[config.mk]
export PLATFORM = sky130hd
export DESIGN_NAME = can_message_buffer_manager
export DESIGN_NICKNAME = d
export VERILOG_FILES = /design/src/rtl/can_msgbuf_pkg.sv /design/src/rtl/can_message_buffer_manager.sv
export VERILOG_INCLUDE_DIRS = /design/src /design/src/rtl
export SDC_FILE = /design/constraint.sdc
export NUM_CORES = 2
export LEC_CHECK = 0
export ABC_AREA = 1
export BUFFER_PORTS_ARGS = -buffer_cell sky130_fd_sc_hd__buf_4
export CAP_MARGIN = 20
export CORE_MARGIN = 4
export CORE_UTILIZATION = 30
export DETAILED_ROUTE_END_ITERATION = 8
export GPL_TIMING_DRIVEN = 0
export MAX_ROUTING_LAYER = met4
export PLACE_DENSITY_LB_ADDON = 0.08
export SKIP_LAST_GASP = 1
export SLEW_MARGIN = 20
export SYNTH_ARGS = -nofsm -noshare
export SYNTH_HDL_FRONTEND = slang
export SYNTH_SLANG_ARGS = --single-unit
[constraint.sdc]
create_clock -name aclk -period 3.7 [get_ports aclk]
set_clock_uncertainty 0.15 [all_clocks]
set_input_delay 0.74 -clock aclk [delete_from_list [all_inputs] [get_ports aclk]]
set_output_delay 0.74 -clock aclk [all_outputs]
set_load 0.005 [all_outputs]
[src/rtl/can_msgbuf_params.svh]
// offsets, field positions and reset values of the message buffer manager
// Summary of operation
// stamp acknowledged frames with timer when enabled
// software reads tx stamp after buffer empty
// timer free-runs on bit ticks, wraps silently
// timer held zero in initialization mode
// stamp registers read-only, readable when buffer empty
// three tx buffers: 13 bytes, priority, stamp
// software selects an empty buffer into window
// software hands buffer over by clearing empty
// successful send sets empty flag, tx event
// lowest priority value wins every arbitration attempt
// abort request granted unless buffer is sending
// abort ack shows cancelled one, sent zero
// five-entry rx fifo, foreground only visible
// rx entry fifteen bytes including stamp
// rx full flag while foreground holds message
// accepted valid frame pushed, flag, rx event
// software reads foreground then clears full flag
// bad or rejected frame never enters fifo
// own frames not pushed nor acknowledged
// loopback treats own frames like foreign ones
// lost arbitration continues as normal receiver
// full fifo drops frame, overrun flag, event
// equal priorities resolved toward lower index
`ifndef CAN_MSGBUF_PARAMS_SVH
`define CAN_MSGBUF_PARAMS_SVH
`define OFS_CTRL 8'h00
`define OFS_TX_FLAG 8'h04
`define OFS_ABORT_REQ 8'h08
`define OFS_ABORT_ACK 8'h0c
`define OFS_TX_SELECT 8'h10
`define OFS_RX_FLAG 8'h14
`define OFS_TX_WIN 8'h40
`define OFS_TX_LOCAL_PRIORITY_FIELD 8'h50
`define OFS_STAMP_HIGH 8'h54
`define OFS_STAMP_LOW 8'h58
`define OFS_RX_WIN 8'h80
`define PAGE_MASK 8'hf0
`define RX_FULL_BIT 0
`define OVERRUN_BIT 1
`define TX_EMPTY_RST 3'h7
`define CTRL_RST 8'h01
`define RX_DEPTH 3'h5
`define TX_FRAME_BYTES 13
`define RX_STAMP_BYTE 13
`define RESP_OKAY 2'h0
`define RESP_SLVERR 2'h2
`endif

[src/rtl/can_msgbuf_pkg.sv]
// types shared by the message buffer manager
package can_msgbuf_pkg;
  typedef struct packed {
    logic [1:0] spare;
    logic ovr_ie;
    logic rx_ie;
    logic tx_ie;
    logic loopback;
    logic stamp_en;
    logic init_mode;
  } ctrl_raw_t;
  typedef struct packed {
    logic [2:0] spare;
    logic ovr_ie;
    logic rx_ie;
    logic tx_ie;
    logic loopback;
    logic stamp_en;
  } ctrl_t;
  typedef struct packed {
    logic valid;
    logic [3:0] idx;
    logic [7:0] data;
  } rx_byte_t;
  typedef struct packed {
    logic valid;
    logic [1:0] idx;
    logic [103:0] frame;
  } tx_offer_t;
  typedef struct packed {
    logic [15:0] stamp;
    logic [103:0] frame;
  } rx_entry_t;
  typedef enum logic [1:0] {
    TX_IDLE = 2'b01,
    TX_BUSY = 2'b10
  } tx_state_t;
endpackage

[src/rtl/can_message_buffer_manager.sv]
// tx buffers, rx fifo and stamping behind an axi4-lite register slave
`timescale 1ns/1ps
`include "can_msgbuf_params.svh"
module can_message_buffer_manager import can_msgbuf_pkg::*; (
  input wire logic aclk,
  input wire logic aresetn,
  input wire logic [7:0] s_axi_awaddr,
  input wire logic s_axi_awvalid,
  output logic s_axi_awready,
  input wire logic [31:0] s_axi_wdata,
  input wire logic [3:0] s_axi_wstrb,
  input wire logic s_axi_wvalid,
  output logic s_axi_wready,
  output logic [1:0] s_axi_bresp,
  output logic s_axi_bvalid,
  input wire logic s_axi_bready,
  input wire logic [7:0] s_axi_araddr,
  input wire logic s_axi_arvalid,
  output logic s_axi_arready,
  output logic [31:0] s_axi_rdata,
  output logic [1:0] s_axi_rresp,
  output logic s_axi_rvalid,
  input wire logic s_axi_rready,
  input wire logic bit_tick,
  input wire logic arb_slot,
  input wire logic tx_sent,
  input wire logic tx_retry,
  input wire rx_byte_t rx_byte,
  input wire logic rx_frame_ok,
  input wire logic rx_accept,
  input wire logic rx_own,
  output tx_offer_t tx_offer,
  output logic rx_ack_enable,
  output logic tx_event,
  output logic rx_event,
  output logic overrun_event
);
  ctrl_raw_t ctrl, next_ctrl;
  logic [2:0] tx_buffer_empty_flag, next_empty;
  logic [2:0] abort_request_bit, next_abort_req;
  logic [2:0] abort_ack_flag, next_abort_ack;
  logic [2:0] tx_buffer_select_reg, next_sel;
  logic [31:0] tx_mem [3][4];
  logic [31:0] next_tx_mem [3][4];
  logic [7:0] local_priority_field [3];
  logic [7:0] next_local_priority_field [3];
  logic [15:0] tx_stamp [3];
  logic [15:0] next_tx_stamp [3];
  tx_state_t tx_state, next_tx_state;
  logic [1:0] cur_idx, next_cur_idx;
  tx_offer_t next_offer;
  logic [15:0] timer, next_timer;
  logic [7:0] rx_background_entry [13];
  logic [7:0] next_bg [13];
  rx_entry_t fifo [5];
  rx_entry_t next_fifo [5];
  logic [2:0] rd_ptr, next_rd_ptr, wr_ptr, next_wr_ptr, count, next_count;
  logic overrun_flag, next_overrun;
  logic aw_full, next_aw_full, w_full, next_w_full;
  logic [7:0] aw_addr, next_aw_addr;
  logic [31:0] w_data, next_w_data;
  logic [3:0] w_strb, next_w_strb;
  logic [1:0] next_bresp, next_rresp;
  logic next_bvalid, next_rvalid;
  logic [31:0] next_rdata;
  logic next_tx_event, next_rx_event, next_ovr_event;
  logic [1:0] sel_idx;
  logic sel_ok, rx_full_flag, wr_fire;
  rx_entry_t fg;

  ////////////////////////////////////////////////////////////////////////////
  // helpers
  function automatic logic [31:0] merge(input logic [31:0] old,
                                        input logic [31:0] data,
                                        input logic [3:0] strb);
    logic [31:0] r;
    r = old;
    for (int b = 0; b < 4; b++) begin
      if (strb[b]) begin
        r[8*b +: 8] = data[8*b +: 8];
      end
    end
    return r;
  endfunction

  function automatic logic [2:0] lowest_bit(input logic [2:0] v);
    return v & (~v + 3'h1);
  endfunction

  function automatic logic [2:0] ptr_inc(input logic [2:0] p);
    return (p == `RX_DEPTH - 3'h1) ? 3'h0 : p + 3'h1;
  endfunction

  // one-hot selection to index; an empty selection leaves the window dead
  always_comb begin
    sel_idx = tx_buffer_select_reg[2] ? 2'h2 :
              tx_buffer_select_reg[1] ? 2'h1 : 2'h0;
  end
  assign sel_ok = |(tx_buffer_select_reg & tx_buffer_empty_flag);
  assign rx_full_flag = (count != 3'h0);
  assign fg = fifo[rd_ptr];
  assign s_axi_awready = !aw_full;
  assign s_axi_wready = !w_full;
  assign s_axi_arready = !s_axi_rvalid;
  assign wr_fire = aw_full && w_full && !s_axi_bvalid;
  // own frames go unacknowledged except in loopback
  assign rx_ack_enable = (tx_state != TX_BUSY) || ctrl.loopback;

  ////////////////////////////////////////////////////////////////////////////
  // next-state logic for bus, transmit side, timer and receive fifo
  always_comb begin
    logic [1:0] best;
    logic best_ok, push, pop, drop;
    logic [2:0] set_empty;
    logic [7:0] wa, ra;
    logic [119:0] flat;
    best = 2'h0;
    best_ok = 1'b0;
    push = 1'b0;
    pop = 1'b0;
    drop = 1'b0;
    set_empty = 3'h0;
    wa = {aw_addr[7:2], 2'b00};
    ra = {s_axi_araddr[7:2], 2'b00};
    flat = {fg.stamp, fg.frame};
    next_ctrl = ctrl;
    next_empty = tx_buffer_empty_flag;
    next_abort_req = abort_request_bit;
    next_abort_ack = abort_ack_flag;
    next_sel = tx_buffer_select_reg;
    next_tx_mem = tx_mem;
    next_local_priority_field = local_priority_field;
    next_tx_stamp = tx_stamp;
    next_tx_state = tx_state;
    next_cur_idx = cur_idx;
    next_offer = tx_offer;
    next_bg = rx_background_entry;
    next_fifo = fifo;
    next_rd_ptr = rd_ptr;
    next_wr_ptr = wr_ptr;
    next_count = count;
    next_overrun = overrun_flag;
    next_aw_full = aw_full;
    next_aw_addr = aw_addr;
    next_w_full = w_full;
    next_w_data = w_data;
    next_w_strb = w_strb;
    next_bvalid = s_axi_bvalid;
    next_bresp = s_axi_bresp;
    next_rvalid = s_axi_rvalid;
    next_rresp = s_axi_rresp;
    next_rdata = s_axi_rdata;
    // the timer never flags its wrap; software sees only the count
    next_timer = ctrl.init_mode ? 16'h0000 : timer + {15'h0000, bit_tick};
    // write channels are latched separately, so either may come first
    if (s_axi_awvalid && !aw_full) begin
      next_aw_full = 1'b1;
      next_aw_addr = s_axi_awaddr;
    end
    if (s_axi_wvalid && !w_full) begin
      next_w_full = 1'b1;
      next_w_data = s_axi_wdata;
      next_w_strb = s_axi_wstrb;
    end
    if (s_axi_bvalid && s_axi_bready) begin
      next_bvalid = 1'b0;
    end
    if (wr_fire) begin
      next_aw_full = 1'b0;
      next_w_full = 1'b0;
      next_bvalid = 1'b1;
      next_bresp = `RESP_OKAY;
      if ((wa & `PAGE_MASK) == `OFS_TX_WIN) begin
        if (sel_ok) begin
          next_tx_mem[sel_idx][wa[3:2]] = merge(tx_mem[sel_idx][wa[3:2]],
            w_data, (wa[3:2] == 2'h3) ? {3'h0, w_strb[0]} : w_strb);
        end
      end else begin
        case (wa)
          `OFS_CTRL: begin
            if (w_strb[0]) begin
              next_ctrl = ctrl_raw_t'(w_data[7:0]);
            end
          end
          `OFS_TX_FLAG: begin
            // a one hands the buffer over; its abort ack starts fresh
            if (w_strb[0]) begin
              next_empty = tx_buffer_empty_flag & ~w_data[2:0];
              next_abort_ack = abort_ack_flag &
                               ~(w_data[2:0] & tx_buffer_empty_flag);
            end
          end
          `OFS_ABORT_REQ: begin
            if (w_strb[0]) begin
              next_abort_req = abort_request_bit |
                               (w_data[2:0] & ~tx_buffer_empty_flag);
            end
          end
          `OFS_TX_SELECT: begin
            // only an empty buffer can be picked, lowest one first
            if (w_strb[0]) begin
              next_sel = lowest_bit(w_data[2:0] & tx_buffer_empty_flag);
            end
          end
          `OFS_RX_FLAG: begin
            if (w_strb[0] && w_data[`RX_FULL_BIT] && rx_full_flag) begin
              pop = 1'b1;
            end
            if (w_strb[0] && w_data[`OVERRUN_BIT]) begin
              next_overrun = 1'b0;
            end
          end
          `OFS_TX_LOCAL_PRIORITY_FIELD: begin
            if (sel_ok && w_strb[0]) begin
              next_local_priority_field[sel_idx] = w_data[7:0];
            end
          end
          `OFS_ABORT_ACK, `OFS_STAMP_HIGH, `OFS_STAMP_LOW: begin
            next_bresp = `RESP_OKAY; // read-only, write dropped
          end
          default: begin
            next_bresp = `RESP_SLVERR;
          end
        endcase
      end
    end
    // read path answers one cycle after the address is taken
    if (s_axi_rvalid && s_axi_rready) begin
      next_rvalid = 1'b0;
    end
    if (s_axi_arvalid && !s_axi_rvalid) begin
      next_rvalid = 1'b1;
      next_rresp = `RESP_OKAY;
      next_rdata = 32'h0000_0000;
      if ((ra & `PAGE_MASK) == `OFS_TX_WIN) begin
        next_rdata = sel_ok ? tx_mem[sel_idx][ra[3:2]] : 32'h0000_0000;
      end else if ((ra & `PAGE_MASK) == `OFS_RX_WIN) begin
        if (rx_full_flag) begin
          next_rdata = (ra[3:2] == 2'h3) ? {8'h00, flat[119:96]} :
                       flat[32*ra[3:2] +: 32];
        end
      end else begin
        case (ra)
          `OFS_CTRL: next_rdata = {24'h000000, ctrl};
          `OFS_TX_FLAG: next_rdata = {29'h0, tx_buffer_empty_flag};
          `OFS_ABORT_REQ: next_rdata = {29'h0, abort_request_bit};
          `OFS_ABORT_ACK: next_rdata = {29'h0, abort_ack_flag};
          `OFS_TX_SELECT: next_rdata = {29'h0, tx_buffer_select_reg};
          `OFS_RX_FLAG: next_rdata = {30'h0, overrun_flag, rx_full_flag};
          `OFS_TX_LOCAL_PRIORITY_FIELD: begin
            next_rdata = sel_ok ? {24'h0, local_priority_field[sel_idx]} :
                         32'h0000_0000;
          end
          `OFS_STAMP_HIGH: begin
            next_rdata = sel_ok ? {24'h0, tx_stamp[sel_idx][15:8]} :
                         32'h0000_0000;
          end
          `OFS_STAMP_LOW: begin
            next_rdata = sel_ok ? {24'h0, tx_stamp[sel_idx][7:0]} :
                         32'h0000_0000;
          end
          default: next_rresp = `RESP_SLVERR;
        endcase
      end
    end
    // pick the pending buffer with the smallest priority value
    for (int i = 0; i < 3; i++) begin
      if (!tx_buffer_empty_flag[i] && !(abort_request_bit[i]) &&
          (!best_ok || local_priority_field[i] < local_priority_field[best]))
      begin
        best = 2'(i); // strict compare keeps the lower index on ties
        best_ok = 1'b1;
      end
    end
    // transmit sequencer
    case (tx_state)
      TX_IDLE: begin
        if (arb_slot && best_ok) begin
          next_tx_state = TX_BUSY; // each retry arbitrates again
          next_cur_idx = best;
          next_offer.valid = 1'b1;
          next_offer.idx = best;
          next_offer.frame = {tx_mem[best][3][7:0], tx_mem[best][2],
                              tx_mem[best][1], tx_mem[best][0]};
        end
      end
      TX_BUSY: begin
        if (tx_sent) begin
          next_tx_state = TX_IDLE;
          next_offer.valid = 1'b0;
          set_empty[cur_idx] = 1'b1;
          next_abort_ack[cur_idx] = 1'b0; // sent, not cancelled
          next_abort_req[cur_idx] = 1'b0;
          if (ctrl.stamp_en) begin
            next_tx_stamp[cur_idx] = timer;
          end
        end else if (tx_retry) begin
          // lost or errored: stay pending, receive the winner
          next_tx_state = TX_IDLE;
          next_offer.valid = 1'b0;
        end
      end
      default: begin
        next_tx_state = TX_IDLE;
        next_offer.valid = 1'b0;
      end
    endcase
    // abort is granted for every pending buffer not on the bus
    for (int i = 0; i < 3; i++) begin
      if (abort_request_bit[i] && !tx_buffer_empty_flag[i] &&
          !(tx_state == TX_BUSY && cur_idx == 2'(i))) begin
        set_empty[i] = 1'b1;
        next_abort_ack[i] = 1'b1;
        next_abort_req[i] = 1'b0;
      end
    end
    next_empty = next_empty | set_empty; // hardware set wins over clear
    // background entry is filled byte by byte while filtering runs
    if (rx_byte.valid && rx_byte.idx < 4'(`TX_FRAME_BYTES)) begin
      next_bg[rx_byte.idx] = rx_byte.data;
    end
    // only good, accepted, foreign (or looped) frames move on
    if (rx_frame_ok && rx_accept && (!rx_own || ctrl.loopback)) begin
      if (count == `RX_DEPTH) begin
        drop = 1'b1;
      end else begin
        push = 1'b1;
      end
    end
    if (push) begin
      for (int b = 0; b < `TX_FRAME_BYTES; b++) begin
        next_fifo[wr_ptr].frame[8*b +: 8] = rx_background_entry[b];
      end
      next_fifo[wr_ptr].stamp = ctrl.stamp_en ? timer : 16'h0000;
      next_wr_ptr = ptr_inc(wr_ptr);
    end
    if (pop) begin
      next_rd_ptr = ptr_inc(rd_ptr);
    end
    next_count = count + {2'b00, push} - {2'b00, pop};
    if (drop) begin
      next_overrun = 1'b1; // set wins over a clear in the same cycle
    end
    next_tx_event = ctrl.tx_ie && (|set_empty);
    next_rx_event = ctrl.rx_ie && push;
    next_ovr_event = ctrl.ovr_ie && drop;
  end

  ////////////////////////////////////////////////////////////////////////////
  // state registers
  always_ff @(posedge aclk) begin
    if (!aresetn) begin
      ctrl <= ctrl_raw_t'(`CTRL_RST);
      tx_buffer_empty_flag <= `TX_EMPTY_RST;
      abort_request_bit <= 3'h0;
      abort_ack_flag <= 3'h0;
      tx_buffer_select_reg <= 3'h0;
      for (int i = 0; i < 3; i++) begin
        for (int k = 0; k < 4; k++) begin
          tx_mem[i][k] <= 32'h0000_0000;
        end
        local_priority_field[i] <= 8'h00;
        tx_stamp[i] <= 16'h0000;
      end
      tx_state <= TX_IDLE;
      cur_idx <= 2'h0;
      tx_offer <= '0;
      timer <= 16'h0000;
      for (int b = 0; b < 13; b++) begin
        rx_background_entry[b] <= 8'h00;
      end
      for (int e = 0; e < 5; e++) begin
        fifo[e] <= '0;
      end
      rd_ptr <= 3'h0;
      wr_ptr <= 3'h0;
      count <= 3'h0;
      overrun_flag <= 1'b0;
      aw_full <= 1'b0;
      aw_addr <= 8'h00;
      w_full <= 1'b0;
      w_data <= 32'h0000_0000;
      w_strb <= 4'h0;
      s_axi_bvalid <= 1'b0;
      s_axi_bresp <= 2'h0;
      s_axi_rvalid <= 1'b0;
      s_axi_rresp <= 2'h0;
      s_axi_rdata <= 32'h0000_0000;
      tx_event <= 1'b0;
      rx_event <= 1'b0;
      overrun_event <= 1'b0;
    end else begin
      ctrl <= next_ctrl;
      tx_buffer_empty_flag <= next_empty;
      abort_request_bit <= next_abort_req;
      abort_ack_flag <= next_abort_ack;
      tx_buffer_select_reg <= next_sel;
      tx_mem <= next_tx_mem;
      local_priority_field <= next_local_priority_field;
      tx_stamp <= next_tx_stamp;
      tx_state <= next_tx_state;
      cur_idx <= next_cur_idx;
      tx_offer <= next_offer;
      timer <= next_timer;
      rx_background_entry <= next_bg;
      fifo <= next_fifo;
      rd_ptr <= next_rd_ptr;
      wr_ptr <= next_wr_ptr;
      count <= next_count;
      overrun_flag <= next_overrun;
      aw_full <= next_aw_full;
      aw_addr <= next_aw_addr;
      w_full <= next_w_full;
      w_data <= next_w_data;
      w_strb <= next_w_strb;
      s_axi_bvalid <= next_bvalid;
      s_axi_bresp <= next_bresp;
      s_axi_rvalid <= next_rvalid;
      s_axi_rresp <= next_rresp;
      s_axi_rdata <= next_rdata;
      tx_event <= next_tx_event;
      rx_event <= next_rx_event;
      overrun_event <= next_ovr_event;
    end
  end

  wire busy_sent = (tx_state == TX_BUSY) && tx_sent;
  wire fg_pop = wr_fire && ({aw_addr[7:2], 2'b00} == `OFS_RX_FLAG) &&
                w_strb[0] && w_data[`RX_FULL_BIT] && rx_full_flag;
endmodule

==> flow_summary.ini <==
[run_status]
status = finished with violations
violations = setup timing

[floorplanning]
pin_count = 231
die_w_um = 457
dieArea_um2 = 209000
coreArea_um2 = 200000
rows = 164
initial_utilization_pct = 30.2
die_height_um = 457

[sta]
setup_slack_ns = -0.171
tightestPinTransition_ns = 1.34
timing_hold_violations_final = 0
finalMaxSlewViolations = 0
max_slew_margin_pct = 10.8
period_share_pct = 105
fmax_mhz = 258
setup_viol = 68
hold_ws_ns = 0.0551
grt_setup_unrepaired = true
fin_crit_ns = 3.87

[critical_path]
r2r_start = rd_ptr[0]$_SDFFE_PN0P_
startpoint_type = flip-flop
rr_endpoint = s_axi_rdata[30]$_SDFFE_PN0P_
r2r_slack_ns = -0.17
criticalPathCategory = flip-flop to flip-flop
cp.required_ns = 4.25
path_max_fanout = 10
cp_data_arrival_time_ns = 4.42
cp-end-kind = flip-flop
r2r_cells = 10

[logic_synthesis]
synth_area_leader_cell = dfxtp_1
yosys_warnings = 0
netlist_area_um2 = 60400
synth_seq_cells = 1398
syn_inst = 8411
synth-seq-area-share_pct = 46.3
synth_area_leaders = dfxtp_1 46%, o21ai_0 11%, a21oi_1 11%, nand2_1 8.4%, inv_1 4.7%
synth.distinct_cells = 51
synthFlopType = dfxtp_1
synth_edf_count = 0
ys_async_sr_fraction_pct = 0
postSynthAreaPerCell_um2 = 7.19
yosys.area.top_type_share_pct = 46.3

[finish]
largest_register_ffs = 600
fin_area_um2 = 74900
drive_gt1_share_pct = 12.6
fillers = 21500
top_register = fifo
stdcell_count = 11700
num-nets-final = 8979
syn_to_final_growth_pct = 23.9
largest_registers = fifo: 600 flops, tx_mem: 384 flops, tx_offer: 105 flops

[min_path]
whs_path_depth = 3
min_to = aw_full$_SDFFE_PP0P_
min-delay-start = s_axi_awvalid
hold_path_class = input pin to flip-flop

[placement]
post-place-ws_ns = -1.68
portBuffers = 223
placed_area_um2 = 65700
gp_congestion = 1.06
hpwlAfterDp_mm = 288
place_inst = 11300

[pwr]
power_frac_clock_pct = 49.6
p_int_mw = 25.8
ir_drop_v = 0.000431
switching_share_pct = 26.0
p_per_area_nw_per_um2 = 466
p_sw_mw = 9.07
seq_power_share_pct = 44.3
power_leakage_nw = 28.1
combPwrFrac_pct = 6.0

[detailed_routing]
drt_pass1_iterations = 6
antenna_left = 0
via_count = 65000
drt_wl_total_mm = 374
avgRoutedWirePerCell_um = 32.0
drtIter0Drc = 6821
drc_errors = 0
viasPerCell = 5.57

[global_routing]
grt_max_degree = 17
met2_usage_pct = 56.4
antenna_found_initial = 14
grt-ovfl-total = 0
track_usage_pct = 35.2
first_global_vias = 60100
grt-busiest-layer = met2
grt_pass1_wl_mm = 501
use_met3_pct = 6.03
use_met1_pct = 38.9

[clock_tree]
root_buffer = clkbuf_16
clock-sinks = 1398
clk_latency_ns = 0.85
path_clk_slew_ns = 0.06
cts_tree = yes
numCtsBuffers = 168
htree_levels = 4
clock_tree.buffer_depth = 3

[flow_run]
max-cap-violations = 0
-- synth_stat cells, types with 64 or more instances --
library cell / instances
a22oi_1: 86
o221ai_1: 114
inv_1: 752
o21ai_0: 1320
nor2_1: 746
buf_1: 64
dfxtp_1: 1398
buf_2: 66
nand3_1: 301
a21oi_1: 1288
nand2_1: 1355
clkbuf_1: 532
-- per-stage QoR --
stage / setup TNS, ns / utilization, % / total power [mW]
3_3_place_gp: -873.76 / 32.7 / 17.7
6_report: -2.15 / 37.4 / 34.9
5_1_grt: -9.30 / 37.4 / 35.7
4_1_cts: -0.0532 / 36.3 / 34.9
3_5_place_dp: -514.72 / 32.8 / 17.8
2_1_floorplan: 0 / - / 16.6
-- critical path: stages, from the launching register on --
cell,delay [ns]
dfxtp_1,0.32
buf_2,0.21
clkbuf_1,0.23
clkbuf_2,0.41
clkbuf_2,0.49
o21ai_0,0.32
o21ai_0,0.13
a22oi_1,0.51
o21ai_0,0.25
o21ai_0,0.53
a21oi_1,0.14
-- area by class of cell --
| type | count | area (um2) | share of cell area [%] |
|---|---|---|---|
| clock inverters | 44 | 464 | 0.620 |
| inverters | 770 | 2890 | 3.86 |
| well taps | 2656 | 3320 | 4.44 |
| multi-input cells | 5575 | 29100 | 38.9 |
| clock buffers | 263 | 5190 | 6.93 |
| repair buffers | 297 | 2650 | 3.54 |
| plain buffers | 667 | 3220 | 4.30 |
| diodes | 12 | 30.0 | 0.0401 |
| flip-flops and latches | 1398 | 28000 | 37.4 |
-- worst max path at each step --
stage / from / end / slack [ns] / cells past startpoint
floorplan: local_priority_field[19]$_SDFFE_PN0P_ / tx_offer[43]$_SDFFE_PN0P_ / 0.36 / 24
global placement: local_priority_field[19]$_SDFFE_PN0P_ / tx_offer[95]$_SDFFE_PN0P_ / -2.05 / 25
detailed placement: s_axi_araddr[3] / s_axi_rdata[16]$_SDFFE_PN0P_ / -1.68 / 10
CTS: tx_buffer_empty_flag[0]$_SDFF_PN1_ / tx_offer[95]$_SDFFE_PN0P_ / -0.02 / 9
global route: local_priority_field[21]$_SDFFE_PN0P_ / tx_offer[53]$_SDFFE_PN0P_ / -0.17 / 23
finish: rd_ptr[0]$_SDFFE_PN0P_ / s_axi_rdata[30]$_SDFFE_PN0P_ / -0.17 / 10
-- placed cells by master, fill, tap and decap left out, drive strengths merged, types with 7 or more instances in the layout --
cell / synthesis / layout
nand3: 301 / 301
a21oi: 1290 / 1290
bufinv: 0 / 7
o21a: 10 / 10
o221ai: 114 / 114
a221oi: 40 / 40
a21boi: 9 / 9
a22oi: 86 / 86
inv: 766 / 772
clkdlybuf4s15: 0 / 8
o22ai: 58 / 58
nor2: 749 / 749
o211ai: 43 / 43
nand4: 14 / 14
dlygate4sd3: 0 / 31
clkinv: 4 / 33
nor3: 26 / 26
dfxtp: 1398 / 1398
a211oi: 32 / 32
diode: 0 / 12
buf: 137 / 385
o32ai: 7 / 7
a22o: 27 / 27
o21ai: 1343 / 1343
ha: 22 / 22
a41oi: 12 / 12
clkbuf: 532 / 803
nand2: 1359 / 1359
-- power groups by stage --
stage | sequential (mW) | combinational, mW | clock, mW
2_1_floorplan | 15.7 | 0.890 | 0
3_3_place_gp | 15.8 | 1.95 | 0
3_5_place_dp | 15.8 | 1.97 | 0
4_1_cts | 15.5 | 2.02 | 17.5
5_1_grt | 15.5 | 2.17 | 18.0
6_report | 15.5 | 2.11 | 17.3
-- metal layers --
metal  up-vias  wire, um  part of all wire [%]
met5         -         0                     0
met4         0     36700                   9.8
met3      1062     25500                   6.8
met2      3159    172000                    46
met1     31500    140000                    37
li1      29300         -                     -
-- what timing repair did --
item | in CTS | in global routing
hold endpoints to repair | 31 | 0
hold buffers | 31 | 0
endpoints found under the setup margin | 784 | 429
gates resized for setup | 252 | 465
cloned | 2 | 7
pin swaps | 14 | 104
setup buffers | 15 | 11
-- cells by family (layout without fill, tap and decap cells) --
group                      Yosys count  in the layout  synth area share (%)
AOI/OAI and AO/OA                 3091           3091                  27.9
xor gates and xnor gates             1              1                0.0145
adders and majority gates           23             23                 0.488
buffers and inverters             1439           2041                  9.15
DFF                               1398           1398                  46.3
other                                1             14               0.00620
and+or+nand+nor                   2458           2458                  16.1
(Power assumes the default switching activity.)
